`config.mk`:
```
export PLATFORM = sky130hd
export DESIGN_NAME = log_memory
export DESIGN_NICKNAME = d
export VERILOG_FILES = /design/src/rtl/log_memory.sv
export SDC_FILE = /design/constraint.sdc
export NUM_CORES = 1
export LEC_CHECK = 0
export BUFFER_PORTS_ARGS = -buffer_cell sky130_fd_sc_hd__buf_2
export CAP_MARGIN = 5
export CORE_MARGIN = 2
export CORE_UTILIZATION = 60
export CTS_BUF_LIST = sky130_fd_sc_hd__clkbuf_4
export DETAILED_ROUTE_END_ITERATION = 8
export MAX_ROUTING_LAYER = met4
export PLACE_DENSITY_LB_ADDON = 0.12
export SYNTH_ARGS = -nofsm -noshare
export SYNTH_HDL_FRONTEND = slang
export SYNTH_SLANG_ARGS = --single-unit
export TNS_END_PERCENT = 20
```
`constraint.sdc`:
```
create_clock -name clock -period 2.2 [get_ports clock]
set_input_delay 0.11 -clock clock [delete_from_list [all_inputs] [get_ports clock]]
set_output_delay 0.11 -clock clock [all_outputs]
set_load 0.03 [all_outputs]
```
`src/rtl/log_memory.sv`:
```
`timescale 1ns/100ps
module log_memory #(
  parameter int WIDTH = 8,
  parameter int DEPTH = 16,
  parameter int AW = (DEPTH > 1) ? $clog2(DEPTH) : 1
) (
  input wire logic clock,
  input wire logic wr_en,
  input wire logic [AW-1:0] wr_addr,
  input wire logic [WIDTH-1:0] wr_data,
  input wire logic [AW-1:0] rd_addr,
  output logic [WIDTH-1:0] rd_data
);
  logic [WIDTH-1:0] mem [DEPTH];

  initial
  begin
    if (WIDTH < 1 || DEPTH < 2) $error("log_memory: bad size");
  end

  always_ff @(posedge clock)
  begin
    if (wr_en)
    begin
      mem[wr_addr] <= wr_data;
    end
    rd_data <= mem[rd_addr];
  end
endmodule : log_memory

```
==> results of run 1 <==
-- timing repair --
item,4_1_cts,5_1_grt
setup endpoints to repair,0,0
hold buffers,8,0
hold endpoints to repair,128,0
-- metal layers --
metal	global-route usage, %	up-vias	part of all wire [%]
met4	9.75	0	1.7
li1	-	1097	-
met3	4.12	10	6.5
met5	-	-	0
met2	32.3	81	51
met1	28.9	1235	40
-- power groups by stage --
stage | Clock [uW] | Combinational (uW) | Sequential, uW
global placement | 0 | 291 | 2960
finish | 1640 | 305 | 2910
CTS | 1680 | 310 | 2910
global route | 1810 | 330 | 2910
detailed placement | 0 | 298 | 2970
floorplan | 0 | 147 | 3000
-- cell usage after synthesis (all sizes together) --
cell type and instances:
buf 7, nor3 4, edfxtp 128, mux4 32
a22oi 16, nand3b 2, dfxtp 8, nand2 9
nor2b 1, and2b 1, and2 1, clkdlybuf4s25 3
or3b 1, nand2b 2, nand3 1, nor2 13
-- worst max-delay path, delay by kind of cell, from the launching register on --
family,cells,cell delay (ns)
AOI/OAI and AO/OA,1,0.32
DFF,1,0.38
muxes,1,0.54
and+or+nand+nor,1,0.09
-- worst min-delay path by stage --
stage                            end       start  cells after the start  slack [ns]
after global placement    mem[14][4]  wr_data[4]                      1        0.50
after CTS                 rd_data[7]  rd_addr[1]                      4        0.07
after floorplan            mem[0][0]  wr_data[0]                      0        0.21
final                     rd_data[7]  rd_addr[1]                      4        0.13
after global routing      rd_data[7]  rd_addr[1]                      4        0.11
after detailed placement  mem[14][4]  wr_data[4]                      1        0.51
-- per-stage QoR --
step	instance area, sq um	power, uW	instances	hold WS [ns]	setup WS, ns
6_report	5870	4850	408	0.129	0.772
5_1_grt	5870	5050	408	0.107	0.699
4_1_cts	5870	4900	408	0.0695	0.737
3_5_place_dp	5490	3260	368	0.506	0.538
3_3_place_gp	5490	3250	368	0.500	0.579
2_1_floorplan	5150	3140	229	0.209	0.597
-- area by class of cell --
cell class / instances / area [sq um] / area share (%)
sequential: 136 / 4000 / 68.3
clock buffer: 19 / 143 / 2.43
clock inverter: 13 / 158 / 2.69
timing repair buffer: 52 / 373 / 6.36
multi-input combinational: 83 / 1060 / 18.0
tap: 105 / 131 / 2.24
-- cell families (layout without fill, tap and decap cells) --
family                 count (synthesis)  in the layout  synth area share (%)
AOI/OAI and AO/OA                     16             16                  2.33
buffers and inverters                 10             84                  1.68
DFF                                  136            136                  77.8
muxes                                 32             32                  15.0
and+or+nand+nor                       35             35                  3.18
-- flip-flops by register name (all words and copies together) (netlist names) --
name,count
mem,128
rd_data,8
-- cells in the final DEF (no fill, tap or decap), types with 8 or more instances in the layout --
master / count
clkbuf_4: 19
dlygate4sd3_1: 8
mux4_2: 18
nor2_1: 13
edfxtp_1: 128
nand2_1: 9
a22oi_1: 16
dfxtp_1: 8
mux4_1: 14
buf_2: 25
buf_4: 17
==> qor.yml, run 1 <==
cts:
  cts.repair.resized: 0
  h-tree-depth: 4
  cts_root_buffer: "clkbuf_4"
  clk_pin_slew_ns: 0.11
  cts_setup_buffers: 0
  clock_path_buffers: 2
  cts_buffers: 17
  cts.sinks: 136
  clock_latency_ns: 0.49
  cts_tree: "yes"
synthesis:
  syn-num-nets: 247
  avgSynthCellArea_sq_um: 22.5
  synth_area_leaders: "edfxtp_1 75%, mux4_2 7.9%, mux4_1 7.1%, dfxtp_1 3.1%, a22oi_1 2.3%"
  yosysWarnings: 0
  synth_top_area_share_pct: 74.7
  syn_inst: 229
  synth_cell_types: 19
  ys_seq_elements: 136
  synth_top_area_cell: "edfxtp_1"
  synth_area_sq_mm: 0.00515
  synth_seq_area_share_pct: 77.8
final_layout:
  num_antenna_cells: 0
  nFillCells: 530
  fin_nets: 308
  syn_to_final_growth_pct: 14.0
  fin_util_pct: 71.0
  drive_gt1_share_pct: 30.7
sta:
  finalHoldViolations: 0
  max_freq_ghz: 0.700
  relSlewSlack_pct: 48.3
  tns_ns: 0
  fin_skew_ns: 0.0189
  setup_viol: 0
  slew_violations: 0
  rsz0062_at_grt: "no"
  finalCriticalPeriod_ns: 1.43
  finalCritPeriodShare_pct: 64.9
  worst_pin_slew_ns: 0.774
worst_setup_path:
  cpPeakStageDelay_ns: 0.54
  cp_max_fo: 1
  end_kind: "flip-flop"
  crit_path_top_delay_cell: "mux4_1"
  crit_chain: "mux4_1, a22oi_1, nand2_1"
  r2r_end: "rd_data[5]"
  crit_arrival_ns: 1.79
  startpoint: "mem[1][5]"
  worst-setup-path-type: "flip-flop to flip-flop"
  critPathCapture: "rd_data[5]"
  cp-start-kind: "flip-flop"
  rrSetupSlack_ns: 0.77
  r2r-start: "mem[1][5]"
  critPathRequiredTime_ns: 2.56
  rr_worst_depth: 3
job:
  drv_cap: 0
pwr:
  power.leakage_uw: 0.00198
  irDropWorstVdd_mv: 0.591
  power_frac_clock_pct: 33.8
  swShare_pct: 21.2
  combPwrFrac_pct: 6.3
  switchingPower_uw: 1030
  powerDensity_mw_per_mm2: 827
  power_frac_seq_pct: 59.9
  p_int_uw: 3820
die:
  die_height_um: 96.6
  initial_core_util_pct: 62.3
  die_area_sq_mm: 0.00934
  pin_count: 26
  core_area_sq_mm: 0.00826
  die_w_um: 96.6
  fp-row-count: 33
place:
  post-dp-hpwl_um: 5550
  io_buffers: 25
  gp_congestion: 0.716
detailed_routing:
  vias: 2423
  postRouteAntennaNets: 0
  wl_per_cell_um: 21.9
  viasPerCell: 5.94
  drt_iter0_drc: 221
  wl_um: 8950
  drtPass1Iterations: 6
  route.detailed.drc: 0
grt:
  grt_usage_pct: 21.4
  first_global_vias: 2488
  gr-total-overflow: 0
  grt_pass1_wl_um: 13900
  antenna_found_initial: 0
  grt_max_degree: 33
hold_path:
  worst_hold_path_type: "input port to flip-flop"
run_status:
  run_status: "finished clean"
Note: power is estimated with default switching activity, not from simulation.
==> inputs of run 2 (changes only) <==
Settings changed: CORE_UTILIZATION 60 to 57.
Clock period 2.2 ns to 1.18 ns, I/O delays scaled along.
==> run 2 against run 1 <==
The run now ends with negative setup slack left. Sequential cell count is the same. Maximum frequency is 7.9% higher. Sequential power up 87%. Critical path type unchanged. Critical endpoint is now rd_data[4].
==> qor.yml, run 2 (synthesis results as in run 1) <==
cts:
  cts.sinks: 136  # unchanged
  clock_latency_ns: 0.51  # +0.02 ns
  clk_pin_slew_ns: 0.12  # about the same
  cts_root_buffer: "clkbuf_4"
  cts_tree: "yes"
  h-tree-depth: 4  # unchanged
  cts_buffers: 17  # unchanged
  clock_path_buffers: 2  # unchanged
job:
  drv_cap: 0  # unchanged
sta:
  worst_pin_slew_ns: 0.931  # +0.157 ns
  rsz0062_at_grt: "yes"
  finalHoldViolations: 0  # unchanged
  tns_ns: -0.603  # -0.603 ns
  fin_skew_ns: 0.0177  # -0.00120 ns
  worst_slack_ns: -0.143  # -0.915 ns
  max_freq_ghz: 0.756  # +7.9%
  whs_ns: 0.0905  # -0.0384 ns
  slew_violations: 0  # unchanged
  finalCriticalPeriod_ns: 1.32  # -0.105 ns
  relSlewSlack_pct: 37.8  # -10 points
  finalCritPeriodShare_pct: 112  # +47 points
  setup_viol: 8  # +8
grt:
  gr-total-overflow: 0  # unchanged
  first_global_vias: 2588  # +4.0%
  antenna_found_initial: 0  # unchanged
  grt_usage_pct: 22.3  # +0.89 points
  grt_pass1_wl_um: 15000  # +7.8%
  grt_max_degree: 23  # -30%
final_layout:
  fin_nets: 317  # +2.9%
  top_register: "mem"
  final_common_cell: "edfxtp_1"
  fin_cells: 420  # +2.9%
  drive_gt1_share_pct: 41.0  # +10 points
  largest_reg_flops: 128  # unchanged
  reg_top3: "mem (128), rd_data (8)"
  final_cell_mix: "128 x edfxtp_1, 28 x mux4_2, 23 x buf_4"
  num_antenna_cells: 0  # unchanged
  syn_to_final_growth_pct: 17.5
detailed_routing:
  drtPass1Iterations: 4  # -2
  postRouteAntennaNets: 0  # unchanged
  drt_iter0_drc: 176  # -20%
  route.detailed.drc: 0  # unchanged
  viasPerCell: 5.95  # +0.15%
  wl_per_cell_um: 22.9  # +4.5%
  wl_um: 9620  # +7.6%
  vias: 2498  # +3.1%
pwr:
  power.leakage_uw: 0.00201  # +1.4%
  power_frac_seq_pct: 58.9  # -1.0 points
  irDropWorstVdd_mv: 0.939  # +59%
  power_frac_clock_pct: 34.0  # +0.2 points
  p_int_uw: 7150  # +87%
  switchingPower_uw: 2070  # +100%
  powerDensity_mw_per_mm2: 1530  # +84%
  swShare_pct: 22.4  # +1.2 points
  combPwrFrac_pct: 7.1  # +0.8 points
worst_setup_path:
  worst-setup-path-type: "flip-flop to flip-flop"
  rr_worst_depth: 3  # unchanged
  end_kind: "flip-flop"
  critPathRequiredTime_ns: 1.57  # -0.99 ns
  cp_max_fo: 1  # unchanged
  crit_arrival_ns: 1.72  # -0.07 ns
  cp-start-kind: "flip-flop"
die:
  die_area_sq_mm: 0.00981  # +5.0%
  die_w_um: 99.0  # +2.5%
  die_height_um: 99.0  # +2.5%
  core_area_sq_mm: 0.00872  # +5.6%
  initial_core_util_pct: 59.0  # -3.3 points
  fp-row-count: 34  # +3.0%
  pin_count: 26  # unchanged
place:
  io_buffers: 25  # unchanged
  dp_cells: 380  # +3.3%
  post-dp-hpwl_um: 6310  # +14%
  dp_slack_ns: -0.325  # -0.864 ns
  gp_congestion: 0.735  # +2.7%
run_status:
  violations: "negative setup slack"
  run_status: "complete, but fails checks"
hold_path:
  hold_depth: 3  # -1
  worst_hold_path_type: "input port to flip-flop"
run 2: worst paths after layout:
path / slack, ns / to / startpoint
setup / recovery: -0.14 / rd_data[4] / mem[3][4]
hold / removal: 0.09 / mem[0][5] / wr_addr[1]
setup reg to reg: -0.14 / rd_data[4] / mem[3][4]
hold reg to reg: 0.67 / rd_data[1] / mem[8][1]
run 2: per-layer routing:
layer | part of all wire (%) | up-vias | track usage (%)
met5 | 0 | - | -
li1 | - | 1105 | -
met4 | 1.0 | 0 | 6.01
met2 | 52 | 71 | 34.0
met1 | 42 | 1312 | 30.2
met3 | 4.7 | 10 | 6.31
run 2: repair_timing:
| action | CTS | global route |
|---|---|---|
| resized for setup | 20 | 6 |
| endpoints found under the hold margin | 128 | 0 |
| pin swaps | 13 | 3 |
| setup endpoints to repair | 10 | 11 |
| setup buffers | 0 | 0 |
| hold buffers | 8 | 0 |
run 2: layout make-up:
cell class | count | area (sq um)
clock inverters | 15 | 178
clock buffers | 17 | 128
flip-flops and latches | 136 | 4010
multi-input cells | 83 | 1090
fillers | 552 | 2670
repair buffers | 61 | 510
well taps | 108 | 135
run 2: metrics by stage:
| stage | cell area, sq um | utilization, % | power, uW |
|---|---|---|---|
| final | 6050 | 69.4 | 9230 |
| after global routing | 6050 | 69.4 | 9550 |
| after CTS | 6040 | 69.2 | 9290 |
| after detailed placement | 5640 | 64.6 | 6140 |
| after global placement | 5640 | 64.6 | 6120 |
| after floorplan | 5160 | - | 5870 |
run 2: power groups by stage:
stage               Sequential, uW  Clock [uW]  Combinational, uW
floorplan                     5590           0                277
global placement              5530           0                590
detailed placement            5540           0                605
CTS                           5430        3200                659
global route                  5440        3400                707
finish                        5430        3140                656
run 2: critical path: stages (launching register included):
cell and delay, ns:
edfxtp_1 0.40, mux4_2 0.49, a22oi_2 0.21, nand2_1 0.11
==> inputs of run 3 (changes only) <==
Settings changed: CORE_UTILIZATION 57 to 35, PLACE_DENSITY_LB_ADDON 0.12 to default, TNS_END_PERCENT 20 to default.
==> run 3 against run 2 <==
The run still ends with negative setup slack left. Clock-buffer cell count increased by 2. Non-clock buffer count decreased by 2. First-iteration DRC count increased by 5.1%. Total power decreased by 2.6%. Die area increased by 60%. Critical path type unchanged. Critical endpoint is now rd_data[0].
==> qor.yml, run 3 (synthesis results as in run 1) <==
detailed_routing:
  drt_iter0_drc: 185  # +5.1%
  vias: 2478  # -0.80%
  wl_per_cell_um: 19.6  # -14%
  drtPass1Iterations: 4  # unchanged
  route.detailed.drc: 0  # unchanged
  wl_um: 9670  # +0.47%
  postRouteAntennaNets: 0  # unchanged
  viasPerCell: 5.03  # -15%
cts:
  cts.sinks: 136  # unchanged
  cts_setup_buffers: 0  # unchanged
  clock_latency_ns: 0.51  # about the same
  clock_path_buffers: 2  # unchanged
  cts_root_buffer: "clkbuf_4"
  clk_pin_slew_ns: 0.12  # about the same
  h-tree-depth: 4  # unchanged
  cts_buffers: 17  # unchanged
  cts_tree: "yes"
final_layout:
  largest_reg_flops: 128  # unchanged
  syn_to_final_growth_pct: 18.7
  reg_top3: "mem (128), rd_data (8)"
  top_register: "mem"
  drive_gt1_share_pct: 41.7  # +0.72 points
  fin_nets: 315  # -0.63%
  num_antenna_cells: 0  # unchanged
  fin_cells: 493  # +17%
  final_common_cell: "edfxtp_1"
  final_cell_mix: "128 x edfxtp_1, 30 x mux4_2, 22 x buf_4"
place:
  dp_cells: 454  # +19%
  gp_congestion: 0.734  # -0.11%
  io_buffers: 25  # unchanged
  post-dp-hpwl_um: 6150  # -2.5%
sta:
  whs_ns: 0.0909  # +0.000431 ns
  max_freq_ghz: 0.787  # +4.1%
  tns_ns: -0.492  # +0.111 ns
  worst_slack_ns: -0.0911  # +0.0521 ns
  finalHoldViolations: 0  # unchanged
  finalCriticalPeriod_ns: 1.27  # -0.0521 ns
  setup_viol: 8  # unchanged
  slew_violations: 0  # unchanged
  fin_skew_ns: 0.0202  # +0.00248 ns
  finalCritPeriodShare_pct: 108  # -4.4 points
  relSlewSlack_pct: 37.6  # -0.21 points
  rsz0062_at_grt: "yes"
  worst_pin_slew_ns: 0.934  # +0.00314 ns
worst_setup_path:
  end_kind: "flip-flop"
  critPathRequiredTime_ns: 1.56  # about the same
  crit_chain: "mux4_2, a22oi_1, nand2_1"
  crit_arrival_ns: 1.66  # -0.06 ns
  cp_max_fo: 1  # unchanged
  cpPeakStageDelay_ns: 0.46  # -0.03 ns
  cp-start-kind: "flip-flop"
  crit_path_top_delay_cell: "mux4_2"
  worst-setup-path-type: "flip-flop to flip-flop"
grt:
  grt_usage_pct: 13.5  # -8.8 points
  antenna_found_initial: 0  # unchanged
  first_global_vias: 2623  # +1.4%
  gr-total-overflow: 0  # unchanged
  grt_max_degree: 17  # -26%
  grt_pass1_wl_um: 15100  # +0.65%
die:
  core_area_sq_mm: 0.0144  # +65%
  die_height_um: 125  # +26%
  pin_count: 26  # unchanged
  die_w_um: 125  # +26%
  initial_core_util_pct: 35.7  # -23 points
  die_area_sq_mm: 0.0157  # +60%
  fp-row-count: 44  # +29%
pwr:
  powerDensity_mw_per_mm2: 1470  # -3.6%
  finalPower_uw: 8990  # -2.6%
  power.leakage_uw: 0.00200  # -0.43%
  irDropWorstVdd_mv: 0.519  # -45%
hold_path:
  worst_hold_path_type: "input port to flip-flop"
run_status:
  violations: "negative setup slack"
  run_status: "complete, but fails checks"
job:
  drv_cap: 0  # unchanged
[run 3: cell count changes in the layout (fill, tap and decap cells not counted), moves of 2 or more]
| cell | delta |
|---|---|
| clkinvlp_4 | -5 |
| clkinv_2 | +2 |
| clkinv_4 | +2 |
| mux4_1 | -2 |
| mux4_2 | +2 |
| nor2_1 | -2 |
| nor2_2 | +2 |
| nor3_1 | -2 |
| nor3_2 | +2 |
[run 3: what timing repair did]
action / 4_1_cts / 5_1_grt
hold endpoints to repair: 128 / 0
resized for setup: 17 / 12
pin swaps: 7 / 6
endpoints found under the setup margin: 10 / 12
hold buffers: 8 / 0
[run 3: path summary, 6_finish.rpt]
| check | depth (start not counted) | slack, ns | start | to |
|---|---|---|---|---|
| min | 3 | 0.09 | wr_addr[1] | mem[0][0] |
| min reg2reg | 3 | 0.69 | mem[15][6] | rd_data[6] |
| max reg2reg | 3 | -0.09 | mem[11][0] | rd_data[0] |
| max | 3 | -0.09 | mem[11][0] | rd_data[0] |
[run 3: cell type report]
| cell class | instances | area [sq um] |
|---|---|---|
| well taps | 184 | 230 |
| fillers | 1270 | 8310 |
| multi-input cells | 83 | 1090 |
| clock inverters | 12 | 129 |
| flip-flops and latches | 136 | 4010 |
| clock buffers | 19 | 143 |
| repair buffers | 59 | 510 |
[run 3: power breakdown]
group	switching (uW)	total (uW)	internal (uW)
clock	1620	2910	1290
combinational	362	652	290
sequential	36.7	5430	5390
[run 3: per-stage QoR]
stage	setup WS (ns)	area, sq um	utilization (%)
global route	-0.136	6110	42.4
global placement	-0.332	5740	39.8
floorplan	-0.0155	5190	-
detailed placement	-0.326	5740	39.8
finish	-0.0911	6110	42.4
CTS	-0.129	6100	42.3
[run 3: layer usage]
layer | up-vias | track usage, % | part of all wire (%)
met1 | 1300 | 17.5 | 46
met2 | 59 | 20.2 | 48
met5 | - | - | 0
met4 | 0 | 5.36 | 1.8
met3 | 16 | 3.98 | 3.8
li1 | 1103 | - | -
[run 3: critical path: cells and delay by family (launching register included)]
kind	cells	cell delay [ns]
AO/OA/AOI/OAI	1	0.25
flip-flops	1	0.37
multiplexers	1	0.46
AND/OR/NAND/NOR	1	0.07
